===== src/include/pife_pkg.sv =====
// Constants shared by the peripheral interrupt flag and enable block.
package pife_pkg;

    // ------------------------------------------------------------------
    // Register byte offsets
    // ------------------------------------------------------------------
    localparam logic [7:0] PIFE_OFF_FLAGS3 = 8'h00;
    localparam logic [7:0] PIFE_OFF_EN1 = 8'h04;
    localparam logic [7:0] PIFE_OFF_EN2 = 8'h08;
    localparam logic [7:0] PIFE_OFF_EN3 = 8'h0C;
    localparam logic [7:0] PIFE_OFF_RCTL = 8'h10;
    localparam logic [7:0] PIFE_OFF_GATE = 8'h14;

    // ------------------------------------------------------------------
    // Field positions
    // ------------------------------------------------------------------
    localparam int unsigned PIFE_BIT_RX2 = 5;
    localparam int unsigned PIFE_BIT_TX2 = 4;
    localparam int unsigned PIFE_BIT_TMR4 = 3;
    localparam int unsigned PIFE_BIT_PRIO = 7;
    localparam int unsigned PIFE_BIT_GATE = 0;
    localparam int unsigned PIFE_NUM_CC = 3;
    localparam int unsigned PIFE_NUM_SW_FLAGS = 4;
    localparam int unsigned PIFE_NUM_FLAGS3 = 6;

    // ------------------------------------------------------------------
    // Values after reset
    // ------------------------------------------------------------------
    localparam logic [7:0] PIFE_RST_EN = 8'h00;
    localparam logic [5:0] PIFE_RST_EN3 = 6'h00;
    localparam logic [3:0] PIFE_RST_FLAGS = 4'h0;
    localparam logic PIFE_RST_BIT = 1'b0;
    localparam logic [31:0] PIFE_RST_DATA = 32'h00000000;

    // Byte address match against one register offset.
    function automatic logic pife_hit(input logic [7:0] adr,
                                      input logic [7:0] off);
        pife_hit = (adr[7:2] == off[7:2]);
    endfunction : pife_hit

endpackage : pife_pkg


===== src/include/pife_flag_if.sv =====
// Link between the bus logic and the software clearable flag holder.
`timescale 1ns/1ps
`default_nettype none

interface pife_flag_if;
    logic wr;
    logic [3:0] wdata;
    logic [3:0] flags;

    modport owner (input wr, input wdata, output flags);
    modport user (output wr, output wdata, input flags);
endinterface : pife_flag_if

`default_nettype wire


===== src/design/pife_flags.sv =====
// Sticky timer and capture/compare flags of the third flag register.
`timescale 1ns/1ps
`default_nettype none

module pife_flags
    import pife_pkg::*;
(
    input wire logic clk_i,
    input wire logic rst_i,
    input wire logic timer4_overflow_i,
    input wire logic [2:0] capcomp_event_i,
    input wire logic [2:0] capcomp_pwm_i,
    pife_flag_if.owner fl
);

    logic [3:0] flags_q;
    logic [3:0] flags_d;
    logic [3:0] set_w;
    logic [3:0] wmask_w;

    assign fl.flags = flags_q;

    // ------------------------------------------------------------------
    // Next flag values
    // ------------------------------------------------------------------
    always_comb
    begin
        // A unit in pulse-width mode neither sets nor accepts its flag.
        set_w = {timer4_overflow_i, capcomp_event_i & ~capcomp_pwm_i};
        wmask_w = {1'b1, ~capcomp_pwm_i};
        flags_d = flags_q;
        if (fl.wr)
        begin
            flags_d = (flags_q & ~wmask_w) | (fl.wdata & wmask_w);
        end
        // Hardware set wins over a software clear in the same cycle.
        flags_d = flags_d | set_w;
    end

    always_ff @(posedge clk_i)
    begin
        if (rst_i)
            flags_q <= PIFE_RST_FLAGS;
        else
            flags_q <= flags_d;
    end

    // ------------------------------------------------------------------
    // Checks
    // ------------------------------------------------------------------
    property p_pwm_never_sets;
        @(posedge clk_i) disable iff (rst_i)
        1 |=> ((($past(capcomp_pwm_i) & ~$past(flags_q[2:0]))
                & flags_q[2:0]) == 3'b000);
    endproperty
    a_pwm_never_sets: assert property (p_pwm_never_sets)
        else $error("Capture/compare flag set in PWM mode.");

    property p_event_sets;
        @(posedge clk_i) disable iff (rst_i)
        |(capcomp_event_i & ~capcomp_pwm_i) |=>
            ((flags_q[2:0] & $past(capcomp_event_i) & ~$past(capcomp_pwm_i))
             == ($past(capcomp_event_i) & ~$past(capcomp_pwm_i)));
    endproperty
    a_event_sets: assert property (p_event_sets)
        else $error("Capture or compare event did not set its flag.");

    property p_sticky;
        @(posedge clk_i) disable iff (rst_i)
        (flags_q != 4'h0) && !fl.wr |=> ((flags_q & $past(flags_q))
                                        == $past(flags_q));
    endproperty
    a_sticky: assert property (p_sticky)
        else $error("Flag cleared without a software write.");

endmodule : pife_flags

`default_nettype wire


===== src/design/pife_top.sv =====
// Peripheral interrupt flags, enables and global gate on a Wishbone bus.
//
// Our own choices: the Wishbone slave port and the register offsets.
`timescale 1ns/1ps
`default_nettype none

module pife_top
    import pife_pkg::*;
(
    input wire logic clk_i,
    input wire logic rst_i,
    input wire logic wb_cyc_i,
    input wire logic wb_stb_i,
    input wire logic wb_we_i,
    input wire logic [7:0] wb_adr_i,
    input wire logic [3:0] wb_sel_i,
    input wire logic [31:0] wb_dat_i,
    output logic [31:0] wb_dat_o,
    output logic wb_ack_o,
    input wire logic [7:0] periph_one_req_i,
    input wire logic [7:0] periph_two_req_i,
    input wire logic rx2_holds_data_i,
    input wire logic tx2_buf_empty_i,
    input wire logic timer4_overflow_i,
    input wire logic [2:0] capcomp_event_i,
    input wire logic [2:0] capcomp_pwm_i,
    output logic peripheral_irq_o
);

    // ------------------------------------------------------------------
    // State
    // ------------------------------------------------------------------
    logic [7:0] en1_q;
    logic [7:0] en1_d;
    logic [7:0] en2_q;
    logic [7:0] en2_d;
    logic [5:0] en3_q;
    logic [5:0] en3_d;
    logic prio_q;
    logic prio_d;
    logic gate_q;
    logic gate_d;
    logic ack_q;
    logic ack_d;
    logic [31:0] dat_q;
    logic [31:0] dat_d;
    logic irq_q;
    logic irq_d;
    logic rx2_q;
    logic tx2_q;
    logic wr_fire;
    logic [7:0] flags3_w;
    logic any_enabled;

    pife_flag_if fl ();

    pife_flags u_flags (
        .clk_i(clk_i),
        .rst_i(rst_i),
        .timer4_overflow_i(timer4_overflow_i),
        .capcomp_event_i(capcomp_event_i),
        .capcomp_pwm_i(capcomp_pwm_i),
        .fl(fl)
    );

    assign wb_ack_o = ack_q;
    assign wb_dat_o = dat_q;
    assign peripheral_irq_o = irq_q;

    // ------------------------------------------------------------------
    // Bus write strobe
    // ------------------------------------------------------------------
    // Writes land at the edge where the master samples the acknowledge.
    assign wr_fire = wb_cyc_i && wb_stb_i && wb_we_i && ack_q && wb_sel_i[0];
    assign fl.wr = wr_fire && pife_hit(wb_adr_i, PIFE_OFF_FLAGS3);
    assign fl.wdata = wb_dat_i[3:0];

    // Top bits are tied low, so nothing can be stored there.
    assign flags3_w = {2'b00, rx2_q, tx2_q, fl.flags};

    // ------------------------------------------------------------------
    // Request combining
    // ------------------------------------------------------------------
    always_comb
    begin
        any_enabled = (|(flags3_w[5:0] & en3_q))
                      | (|(periph_one_req_i & en1_q))
                      | (|(periph_two_req_i & en2_q));
        // Without the priority scheme the global gate must be open.
        irq_d = any_enabled && (prio_q || gate_q);
    end

    // ------------------------------------------------------------------
    // Register file and bus answer
    // ------------------------------------------------------------------
    always_comb
    begin
        en1_d = en1_q;
        en2_d = en2_q;
        en3_d = en3_q;
        prio_d = prio_q;
        gate_d = gate_q;
        ack_d = wb_cyc_i && wb_stb_i && !ack_q;
        dat_d = dat_q;
        if (wr_fire)
        begin
            if (pife_hit(wb_adr_i, PIFE_OFF_EN1))
                en1_d = wb_dat_i[7:0];
            if (pife_hit(wb_adr_i, PIFE_OFF_EN2))
                en2_d = wb_dat_i[7:0];
            if (pife_hit(wb_adr_i, PIFE_OFF_EN3))
                en3_d = wb_dat_i[5:0];
            if (pife_hit(wb_adr_i, PIFE_OFF_RCTL))
                prio_d = wb_dat_i[PIFE_BIT_PRIO];
            if (pife_hit(wb_adr_i, PIFE_OFF_GATE))
                gate_d = wb_dat_i[PIFE_BIT_GATE];
        end
        if (ack_d)
        begin
            // Unmapped offsets answer with zero and drop writes.
            dat_d = PIFE_RST_DATA;
            if (pife_hit(wb_adr_i, PIFE_OFF_FLAGS3))
                dat_d[7:0] = flags3_w;
            else if (pife_hit(wb_adr_i, PIFE_OFF_EN1))
                dat_d[7:0] = en1_q;
            else if (pife_hit(wb_adr_i, PIFE_OFF_EN2))
                dat_d[7:0] = en2_q;
            else if (pife_hit(wb_adr_i, PIFE_OFF_EN3))
                dat_d[5:0] = en3_q;
            else if (pife_hit(wb_adr_i, PIFE_OFF_RCTL))
                dat_d[PIFE_BIT_PRIO] = prio_q;
            else if (pife_hit(wb_adr_i, PIFE_OFF_GATE))
                dat_d[PIFE_BIT_GATE] = gate_q;
        end
    end

    always_ff @(posedge clk_i)
    begin
        if (rst_i)
        begin
            en1_q <= PIFE_RST_EN;
            en2_q <= PIFE_RST_EN;
            en3_q <= PIFE_RST_EN3;
            prio_q <= PIFE_RST_BIT;
            gate_q <= PIFE_RST_BIT;
            ack_q <= PIFE_RST_BIT;
            dat_q <= PIFE_RST_DATA;
            irq_q <= PIFE_RST_BIT;
            rx2_q <= PIFE_RST_BIT;
            tx2_q <= PIFE_RST_BIT;
        end
        else
        begin
            en1_q <= en1_d;
            en2_q <= en2_d;
            en3_q <= en3_d;
            prio_q <= prio_d;
            gate_q <= gate_d;
            ack_q <= ack_d;
            dat_q <= dat_d;
            irq_q <= irq_d;
            // Read-only mirrors; the serial port clears its own state.
            rx2_q <= rx2_holds_data_i;
            tx2_q <= tx2_buf_empty_i;
        end
    end

    // ------------------------------------------------------------------
    // Checks
    // ------------------------------------------------------------------
    property p_unimpl_zero;
        @(posedge clk_i) disable iff (rst_i)
        wb_cyc_i && wb_stb_i && !wb_we_i && !ack_q
            && pife_hit(wb_adr_i, PIFE_OFF_FLAGS3)
            |=> wb_ack_o && (wb_dat_o[31:6] == 26'h0);
    endproperty
    a_unimpl_zero: assert property (p_unimpl_zero)
        else $error("Unimplemented flag bits read nonzero.");

    property p_need_enable;
        @(posedge clk_i) disable iff (rst_i)
        $rose(peripheral_irq_o) |-> $past(any_enabled);
    endproperty
    a_need_enable: assert property (p_need_enable)
        else $error("Request raised with no enabled source.");

    property p_enable_raises;
        @(posedge clk_i) disable iff (rst_i)
        any_enabled && prio_q |=> peripheral_irq_o;
    endproperty
    a_enable_raises: assert property (p_enable_raises)
        else $error("Enabled source did not raise the request.");

    property p_en2_stores;
        @(posedge clk_i) disable iff (rst_i)
        wr_fire && pife_hit(wb_adr_i, PIFE_OFF_EN2)
            |=> en2_q == $past(wb_dat_i[7:0]);
    endproperty
    a_en2_stores: assert property (p_en2_stores)
        else $error("Second enable register did not take the write.");

    property p_gate_blocks;
        @(posedge clk_i) disable iff (rst_i)
        !prio_q && !gate_q |=> !peripheral_irq_o;
    endproperty
    a_gate_blocks: assert property (p_gate_blocks)
        else $error("Request passed a closed global gate.");

    property p_serial_mirror;
        @(posedge clk_i) disable iff (rst_i)
        1 |=> (rx2_q == $past(rx2_holds_data_i))
              && (tx2_q == $past(tx2_buf_empty_i));
    endproperty
    a_serial_mirror: assert property (p_serial_mirror)
        else $error("Serial-two flag does not follow its buffer.");

    property p_serial_ro;
        @(posedge clk_i) disable iff (rst_i)
        fl.wr && (rx2_holds_data_i == rx2_q) |=> rx2_q == $past(rx2_q);
    endproperty
    a_serial_ro: assert property (p_serial_ro)
        else $error("Software write changed the receive flag.");

    property p_ack_once;
        @(posedge clk_i) disable iff (rst_i)
        wb_ack_o |=> !wb_ack_o;
    endproperty
    a_ack_once: assert property (p_ack_once)
        else $error("Acknowledge held longer than one cycle.");

    property p_ack_follows;
        @(posedge clk_i) disable iff (rst_i)
        wb_cyc_i && wb_stb_i && !ack_q |=> wb_ack_o;
    endproperty
    a_ack_follows: assert property (p_ack_follows)
        else $error("Request was not acknowledged in the next cycle.");

    property p_ack_needs_req;
        @(posedge clk_i) disable iff (rst_i)
        $rose(wb_ack_o) |-> $past(wb_cyc_i) && $past(wb_stb_i);
    endproperty
    a_ack_needs_req: assert property (p_ack_needs_req)
        else $error("Acknowledge given without a request.");

    property p_en1_stores;
        @(posedge clk_i) disable iff (rst_i)
        wr_fire && pife_hit(wb_adr_i, PIFE_OFF_EN1)
            |=> en1_q == $past(wb_dat_i[7:0]);
    endproperty
    a_en1_stores: assert property (p_en1_stores)
        else $error("First enable register did not take the write.");

    property p_en3_stores;
        @(posedge clk_i) disable iff (rst_i)
        wr_fire && pife_hit(wb_adr_i, PIFE_OFF_EN3)
            |=> en3_q == $past(wb_dat_i[5:0]);
    endproperty
    a_en3_stores: assert property (p_en3_stores)
        else $error("Third enable register did not take the write.");

    property p_prio_stores;
        @(posedge clk_i) disable iff (rst_i)
        wr_fire && pife_hit(wb_adr_i, PIFE_OFF_RCTL)
            |=> prio_q == $past(wb_dat_i[PIFE_BIT_PRIO]);
    endproperty
    a_prio_stores: assert property (p_prio_stores)
        else $error("Priority scheme bit did not take the write.");

    property p_gate_stores;
        @(posedge clk_i) disable iff (rst_i)
        wr_fire && pife_hit(wb_adr_i, PIFE_OFF_GATE)
            |=> gate_q == $past(wb_dat_i[PIFE_BIT_GATE]);
    endproperty
    a_gate_stores: assert property (p_gate_stores)
        else $error("Global gate bit did not take the write.");

    property p_gate_opens;
        @(posedge clk_i) disable iff (rst_i)
        any_enabled && gate_q |=> peripheral_irq_o;
    endproperty
    a_gate_opens: assert property (p_gate_opens)
        else $error("Open global gate did not pass an enabled source.");

    property p_masked_quiet;
        @(posedge clk_i) disable iff (rst_i)
        !any_enabled |=> !peripheral_irq_o;
    endproperty
    a_masked_quiet: assert property (p_masked_quiet)
        else $error("Request raised while every source was masked.");

    property p_flags3_read;
        @(posedge clk_i) disable iff (rst_i)
        wb_cyc_i && wb_stb_i && !wb_we_i && !ack_q
            && pife_hit(wb_adr_i, PIFE_OFF_FLAGS3)
            |=> wb_dat_o[7:0] == $past(flags3_w);
    endproperty
    a_flags3_read: assert property (p_flags3_read)
        else $error("Flag register read did not return the flag state.");

endmodule : pife_top

`default_nettype wire


===== config.mk =====
export PLATFORM = sky130hd
export DESIGN_NAME = pife_top
export DESIGN_NICKNAME = d
export VERILOG_FILES = /design/src/include/pife_pkg.sv /design/src/include/pife_flag_if.sv /design/src/design/pife_flags.sv /design/src/design/pife_top.sv
export SDC_FILE = /design/constraint.sdc
export NUM_CORES = 1
export LEC_CHECK = 0
export BUFFER_PORTS_ARGS = -buffer_cell sky130_fd_sc_hd__buf_2
export CORE_MARGIN = 2
export CORE_UTILIZATION = 41
export CTS_CLUSTER_DIAMETER = 80
export DETAILED_ROUTE_END_ITERATION = 7
export PLACE_DENSITY = 0.76
export RECOVER_POWER = 50
export REMOVE_ABC_BUFFERS = 1
export SETUP_SLACK_MARGIN = 0.4
export SLEW_MARGIN = 20
export SYNTH_ARGS = -nofsm -noshare
export SYNTH_HDL_FRONTEND = slang
export SYNTH_HIERARCHICAL = 1
export SYNTH_SLANG_ARGS = --single-unit

===== constraint.sdc =====
create_clock -name clk_i -period 1.6 [get_ports clk_i]
set_input_delay 0.32 -clock clk_i [delete_from_list [all_inputs] [get_ports clk_i]]
set_output_delay 0.32 -clock clk_i [all_outputs]
set_load 0.01 [all_outputs]

==> results.md, run 1 <==
Outcome:
- The run finished with clean final reports.

Placement:
- At the end of routability-driven placement, the weighted congestion stood at 0.909.
- The half-perimeter wire length after detailed placement is 4370 µm.
- In this run the tool buffered the top-level ports with 54 buffer cells.
- Before CTS, the worst setup slack after placement is -0.268 ns.

Setup path:
- The worst setup path is captured at a register.
- Along the worst path, the maximum fanout reaches 5.
- STA classifies the critical path startpoint as an input port.
- The origin of the critical flop-to-flop path is wb_ack_o.
- The kind of cell with the highest combined delay along the critical path is compound AO/OA/AOI/OAI gates.
- The number of buffers and inverters on the critical path is 2.
- The slowest stage of the critical path is the sky130_fd_sc_hd__or3b_4 cell.
- The critical setup path kind is input port to register.
- The critical path goes through buf_8, or3b_4, buf_6, a2111oi_4, o22ai_2, a211oi_2.
- In this run the worst setup path begins at wb_adr_i[4].
- The critical path data arrival time is 1.66 ns.
- The worst stage delay on the critical path is 0.46 ns.
- The endpoint required time on the critical path is 1.84 ns.

Routing:
- The mean number of vias per cell is 5.56.
- The routed wire length on met3 is 376 µm.
- The via total after detailed routing is 2197.
- The count of nets left with antenna violations once routing finished came out at 0.
- The DRC marker count from the first detailed-route iteration is 153.
- The met1 wire length is 2740 µm.
- The detailed router used layers up to and including met4.
- In the routed design, unresolved DRC markers number 0.
- The wire length reported by the detailed router is 6770 µm.
- The routed length on met2 is 3390 µm.
- The detailed-routing iteration count for the pre-antenna-repair pass is 4.
- The routed length per placed instance is 17.1 µm.

GRT:
- The number of global-route vias before repair was 2100.
- The initial antenna violation count is 0.
- The global-route wire length before repair is 10500 µm.
- Entering global routing, the biggest net connects 24 pins.
- Global routing used 22.8% of the available tracks across all layers.
- The aggregate global routing overflow is 0.

Clocking:
- The clock-pin transition on the worst setup and hold timing paths is 0.09 ns.
- The CTS tree is done.
- For the worst-skew pair, the clock arrives at the later sink with an insertion delay of 0.31 ns.
- The number of buffers on the longest clock path is 2.
- CTS built an H-tree with a depth of 2.
- The CTS buffer count is 5.
- In this run the clock root is driven by a sky130_fd_sc_hd__clkbuf_8.
- The number of clock sinks is 40.

STA:
- After layout, the worst path uses 88.9% of the clock period.
- The final number of hold-violating endpoints is 0.
- The maximum operating frequency is 703 MHz.
- The count of endpoints failing setup in the final report is 0.
- The final-report max-slew violation count was 0.
- Across the routed clock network, the largest skew measured is 0.00570 ns.
- The setup TNS after final layout is 0 ns.
- The post-route minimum period is 1.42 ns.
- Setup repair after global routing could not meet its margin everywhere.
- Once routing completed, OpenROAD measured the worst setup slack at 0.178 ns.

Yosys:
- Of the total synthesized cell area, the portion taken by AND, OR, NAND and NOR gates is 21.9%.
- For this run, the leading register cell type out of synthesis is sky130_fd_sc_hd__dfxtp_1.
- The adder-cell area share of the yosys netlist is 0%.
- The sequential-to-total area share from yosys stat is 37.1%.
- Of all flip-flops after synthesis, the portion carrying an async set or reset was 0%.
- The yosys synthesis warning count is 6.
- The unique cell type count in the Yosys netlist is 44.
- The combined area of all synthesized cells is 0.00216 mm².
- In this run, synthesis inferred 0 flip-flops with an integrated enable.
- The combinational family with the most area after synthesis is simple AND/OR/NAND/NOR gates.
- Synthesis inferred 40 register bits.
- The share of cell area taken by muxes after synthesis is 8.34%.
- The synthesized-area fraction occupied by xor and xnor cells is 0%.
- The mean area per synthesized cell is 8.82 µm².
- Counting every instance in the synthesized netlist gives 245.
- The compound-gate portion of the synthesized area is 19.9%.

Power:
- The analysis attributes to cell leakage a power of 1.30 nW.
- In this run the power density over the cells is 716 mW/mm².
- The maximum ir drop on the vdd rail is 0.405 mV.

Floorplan:
- The die width is 76.6 µm.
- The placement row count is 26.
- The region available for standard cell placement spans 0.00511 mm².
- The effective utilization at floorplan is 42.3%.
- The die is 76.6 µm tall.
- The number of top-level design ports is 108.
- The die covers 0.00587 mm².

Worst hold path:
- The kind of path behind the tightest hold check is input port to register.
- The worst hold path begins at rx2_holds_data_i.

Final layout:
- For this run, the post-layout net count is 398.
- The layout overhead on the synthesized area is 44.2%.
- Leaving out fill and tap cells, the most frequent cells in the layout are sky130_fd_sc_hd__buf_2 (42), sky130_fd_sc_hd__dfxtp_1 (37), sky130_fd_sc_hd__conb_1 (24).
- The share of cells above drive strength 1 is 42.5%.
- The most common cell after layout, fill and taps aside is sky130_fd_sc_hd__buf_2.
- The antenna cell count is 0.

Run:
- Max-cap violations in this run came to 0.
worst reg2reg max path: stages, from the launching register on:
cell                      delay (ns)
sky130_fd_sc_hd__dfxtp_1        0.35
sky130_fd_sc_hd__and4_4         0.25
sky130_fd_sc_hd__buf_6          0.14
sky130_fd_sc_hd__nand3_2        0.18
sky130_fd_sc_hd__o21ai_0        0.24
sky130_fd_sc_hd__a21oi_1        0.09
where the power goes:
group,switching (mW),internal [mW],total [mW]
logic,0.191,0.132,0.322
clock network,0.409,0.470,0.879
registers,0.0174,1.01,1.03
total,0.617,1.62,2.23
state kept, by name, summed over array words and instances, names as in the netlist, 4 cells and up:
name	flops
wb_dat_o	8
en1_q	8
u_flags/fl.flags	4
en3_q	6
en2_q	8
cells in the mapped netlist, types with 2 or more instances:
cell | instances | area share (%)
sky130_fd_sc_hd__buf_4 | 25 | 8.7
sky130_fd_sc_hd__a2111oi_0 | 5 | 2.0
sky130_fd_sc_hd__nor3_1 | 2 | 0.46
sky130_fd_sc_hd__mux2i_1 | 18 | 8.3
sky130_fd_sc_hd__and4b_1 | 2 | 0.93
sky130_fd_sc_hd__and3_1 | 7 | 2.0
sky130_fd_sc_hd__dfxtp_1 | 40 | 37
sky130_fd_sc_hd__nand4_1 | 2 | 0.58
sky130_fd_sc_hd__a22oi_1 | 11 | 3.8
sky130_fd_sc_hd__o22ai_1 | 6 | 1.7
sky130_fd_sc_hd__buf_2 | 3 | 0.69
sky130_fd_sc_hd__o21bai_1 | 3 | 1.0
sky130_fd_sc_hd__a211oi_1 | 8 | 2.8
sky130_fd_sc_hd__a211oi_2 | 2 | 1.2
sky130_fd_sc_hd__o21ai_0 | 7 | 1.6
sky130_fd_sc_hd__nand3b_1 | 2 | 0.69
sky130_fd_sc_hd__nor2_1 | 23 | 4.0
sky130_fd_sc_hd__a21oi_1 | 16 | 3.7
sky130_fd_sc_hd__nand2_1 | 9 | 1.6
sky130_fd_sc_hd__nand3_1 | 11 | 2.5
sky130_fd_sc_hd__nor4b_1 | 3 | 1.2
sky130_fd_sc_hd__clkbuf_1 | 8 | 1.4
sky130_fd_sc_hd__nor2b_1 | 3 | 0.87
sky130_fd_sc_hd__inv_1 | 9 | 1.6
cells by family after synthesis:
family,after synthesis
and+or+nand+nor,77
AOI/OAI and AO/OA,63
buffers and inverters,46
DFF,40
muxes,18
other,1
layer usage:
metal	up-vias	GRT usage, %
met1	1057	26.5
met3	23	5.69
li1	1009	-
met2	108	39.5
met5	-	0
met4	0	10.5
repair_timing:
| action | in CTS | in global routing |
|---|---|---|
| pin swaps | 40 | 16 |
| buffers inserted | 9 | 2 |
| gates resized for setup | 73 | 26 |
| hold buffers | 0 | 0 |
| setup endpoints to repair | 36 | 37 |
worst paths after layout:
path | to | slack (ns) | cells past startpoint
worst min-delay path | rx2_q | 0.22 | 2
worst min register to register | wb_dat_o[6] | 0.46 | 2
worst max register to register | en3_q[0] | 0.21 | 5
worst max-delay path | wb_dat_o[4] | 0.18 | 6
area by class of cell:
class	instances	area, µm²
Inverter	9	33.8
Timing Repair Buffer	86	583
Sequential cell	40	807
Multi-Input combinational cell	182	1490
Fill cell	434	1990
Clock buffer	5	68.8
Clock inverter	3	46.3
Tap cell	70	87.6
per-stage QoR:
step                      power, mW  hold WS, ns  cells  cell area [µm²]  util [%]
after global routing           2.31        0.222    395             3120      61.0
after global placement         1.29        0.444    376             2520      49.4
after CTS                      2.21        0.216    393             3030      59.3
after floorplan                1.14        0.385    231             2010         -
after detailed placement       1.29        0.447    376             2520      49.4
final                          2.23        0.219    395             3120      61.0
No activity file was read; power rests on OpenSTA's default activity.
==> run 2, diff against run 1 <==
ABC_AREA = 1   (was not set)
==> run 2 against run 1 <==
- hold slack improved by 0.015 ns
- synthesized cell count increased by 31%
- worst setup slack improved by 0.13 ns
- highest routed layer unchanged
- clock power decreased by 18%
- final area decreased by 14%
- combinational power decreased by 26%
- non-clock buffer count decreased by 20
- maximum frequency increased by 10%
- count of clock-buffer cells in the layout increased by 2
==> results.md, run 2 <==
Worst hold path:
- The worst hold path depth is 3.
- The min-delay analysis places its worst path in the category input port to register.
- The start point of the worst hold path is rx2_holds_data_i.
- The path with the worst hold slack has its endpoint at rx2_q.

STA:
- Setup violations remaining at the end of the flow were counted as 0.
- The maximum operating frequency is 774 MHz.
- The final number of hold-violating endpoints is 0.
- After layout, the minimum clock period comes to 1.29 ns.
- Setup repair after global routing could not meet its margin everywhere.
- The final critical path takes up 80.8% of the cycle.
- The final-report max-slew violation count came to 0.
- The setup TNS after final layout is 0 ns.
- Hold is met by 0.234 ns.
- Across the routed clock network, the largest skew measured is 0.00588 ns.

Routing:
- The detailed-routing iteration count for the pre-antenna-repair pass is 4.
- The DRC marker count from the first detailed-route iteration is 146.
- The detail route stage leaves a number of antenna-violating nets equal to 0.
- In the final routed layout, each cell accounts on average for 11.8 µm.
- The via total after detailed routing is 2217.
- The post-detailed-route DRC marker count is 0.
- Using the TritonRoute via totals, the vias-per-cell ratio works out to 4.84.
- The routed design has 5390 µm of wire.

GRT:
- The number of global-route vias before repair came to 2006.
- The overall routing resource usage is 18.3%.
- Entering global routing, the biggest net connects 22 pins.
- For this run the aggregate overflow at the end of global routing stands at 0.
- The first global-routing pass estimated 8640 µm of wire.
- The initial antenna violation count is 0.

Final layout:
- The number of nets in the layout is 462.
- The antenna cell count is 0.
- Summing all flip-flop and latch instances after layout gives 801 µm².
- The final cell count without fillers is 458.
- In the layout the commonest cells are sky130_fd_sc_hd__nor2_1 (65), sky130_fd_sc_hd__nand2_1 (63), sky130_fd_sc_hd__buf_2 (44).
- From synthesis to final layout, the design area changed by 24.1%.
- The filler cells instantiated in the layout total 527.
- At the end of the flow the core is filled with cells to 52.5%.
- The share of cells above drive strength 1 is 27.3%.
- Summing all multi-input logic gate instances after layout gives 0.00121 mm².
- The most common cell after layout, fill and taps aside is sky130_fd_sc_hd__nor2_1.

Setup path:
- Tracing the worst setup path back leads to its startpoint at wb_ack_o.
- The critical setup path kind is register to register.
- For the worst setup path, the data arrival time is 1.52 ns.
- The worst setup path is launched from a register.
- The register-to-register setup slack is 0.31 ns.
- The sort of element at the end of the critical path is a register.
- Data on the critical path is required at its endpoint by 1.83 ns.
- The largest fanout on the critical path is 7.
- The origin of the critical flop-to-flop path is wb_ack_o.
- The worst register-to-register path ends at en1_q[7].
- The number of cell instances on the worst register-to-register path is 8.

Floorplan:
- The area of the core is 0.00511 mm².
- The floorplan step set the die height to 76.6 µm.
- Measured along the x axis, the die boundary spans 76.6 µm.
- After floorplanning, the core was divided into 26 placement rows.
- Once the floorplan was initialized, standard cells occupied 42.3% of the core.
- The die outline area is 0.00587 mm².
- 108 I/O pins were placed.

Power:
- The maximum ir drop on the vdd rail is 0.596 mV.
- The leakage power summed over all cells is 1.18 nW.
- Power spread over the standard cell area amounts to 739 mW/mm².

Yosys:
- In this run, synthesis inferred 0 flip-flops with an integrated enable.
- The top cell type by area accounts for 37.1% of the synthesized area.
- The share of flip-flops with an asynchronous set or reset after synthesis is 0%.
- The commonest cells after synthesis are sky130_fd_sc_hd__nor2_1 (72), sky130_fd_sc_hd__nand2_1 (63), sky130_fd_sc_hd__dfxtp_1 (40), sky130_fd_sc_hd__o21ai_0 (30), sky130_fd_sc_hd__nand3_1 (27).
- Counting flops and latches in the post-synthesis netlist gives 40.
- After synthesis the cells add up to 0.00216 mm².
- By area the synthesized netlist is led by sky130_fd_sc_hd__dfxtp_1 (37%), sky130_fd_sc_hd__nor2_1 (13%), sky130_fd_sc_hd__nand2_1 (11%), sky130_fd_sc_hd__buf_4 (8.3%), sky130_fd_sc_hd__o21ai_0 (6.9%).
- After synthesis, flip-flops and latches occupy 37.1% of the total area.
- Among all flip-flop cells after synthesis, the most frequent one is sky130_fd_sc_hd__dfxtp_1.
- Synthesis handed over a netlist of 321 instances.
- The most used standard cell by instance count after synthesis is sky130_fd_sc_hd__nor2_1.
- The netlist uses 28 different library cells.
- The cell type contributing the most total cell area after synthesis is sky130_fd_sc_hd__dfxtp_1.
- The mean area per synthesized cell is 6.73 µm².
- The yosys synthesis warning count is 6.

Outcome:
- The flow ran to the end, and the final reports show no timing, DRC or antenna violations.

Clocking:
- The tree built by TritonCTS fans out to 40 sinks.
- The H-tree was split into 2 levels.
- No sink is reached through more buffers than the 2 on the longest clock path.
- The CTS buffer count is 5.
- The library cell used as clock root buffer is sky130_fd_sc_hd__clkbuf_8.
- TritonCTS built the clock tree.
- Clock-pin slew was measured on the worst setup and hold paths at 0.07 ns.
- Buffers inserted to repair hold after CTS numbered 0.
- The clock latency reported for the late side of the worst-skew pair is 0.29 ns.

Run:
- Across the run, the number of max-cap violations was 0.

Placement:
- The half-perimeter wire length after detailed placement is 4030 µm.
- The total instance count after detailed placement is 445.
- The routability congestion estimate from global placement is 0.835.
- Input and output buffers added on the ports amount to 54.
run 2: changes by cell type after synthesis, moves of 6 or more:
cell,delta
sky130_fd_sc_hd__nand2_1,+54
sky130_fd_sc_hd__o21ai_0,+23
sky130_fd_sc_hd__a22oi_1,-11
sky130_fd_sc_hd__mux2i_1,-18
sky130_fd_sc_hd__o22ai_1,-6
sky130_fd_sc_hd__nor2_1,+49
sky130_fd_sc_hd__nand3_1,+16
sky130_fd_sc_hd__inv_2,+10
sky130_fd_sc_hd__a211oi_1,-8
sky130_fd_sc_hd__a21oi_1,-14
sky130_fd_sc_hd__nand4_1,+6
sky130_fd_sc_hd__and3_1,-7
run 2: worst max-delay path by stage:
stage | end | slack (ns) | cells after the start
final | en1_q[7] | 0.31 | 8
after global routing | en3_q[3] | 0.17 | 7
after CTS | en1_q[3] | 0.35 | 8
after detailed placement | en2_q[5] | 0.08 | 9
after global placement | en2_q[0] | 0.13 | 8
after floorplan | u_flags/fl.flags[3] | -0.21 | 10
run 2: layout make-up:
class	count	area share, %
inverter	26	4.06
multi-input combinational	248	45.1
timing repair inverter	1	0.233
clock buffer	7	3.59
timing repair buffer	66	13.9
tap	70	3.27
sequential	40	29.9
run 2: cell families after synthesis:
group	synth area share (%)
buf+inv	14.7
compound gates	10.1
simple gates	38.0
flops	37.1
other cells	0.174
run 2: where the power goes:
group	switching, mW	internal [mW]
logic	0.153	0.0863
clock network	0.333	0.384
registers	0.0114	1.02
run 2: layer usage:
layer  routed length, µm  track usage (%)  up-vias
li1                    -                -     1116
met1                2270             21.2     1016
met2                2680             32.5       74
met3                 327             4.74       11
met4                 116             6.18        0
met5                   0                0        -
run 2: repair_timing:
| action | in CTS | in global routing |
|---|---|---|
| cloned | 1 | 1 |
| pin swaps | 6 | 8 |
| setup endpoints to repair | 26 | 36 |
| buffers inserted | 4 | 0 |
| gates resized for setup | 20 | 34 |
run 2: per-stage QoR:
stage	cell area [µm²]	power (mW)	setup WS (ns)
after CTS	2650	1.99	0.349
after floorplan	2030	1.16	-0.207
final	2680	1.98	0.307
after global routing	2680	2.06	0.175
after global placement	2460	1.27	0.126
after detailed placement	2460	1.28	0.0817
run 2: worst max-delay path, cell delays in order (launching register included):
cell and delay [ns]:
sky130_fd_sc_hd__dfxtp_1 0.33, sky130_fd_sc_hd__nand3_1 0.12, sky130_fd_sc_hd__nor2_4 0.13, sky130_fd_sc_hd__inv_2 0.07
sky130_fd_sc_hd__buf_6 0.13, sky130_fd_sc_hd__nor2_8 0.17, sky130_fd_sc_hd__buf_6 0.13, sky130_fd_sc_hd__o21ai_1 0.05
sky130_fd_sc_hd__nor2_1 0.11
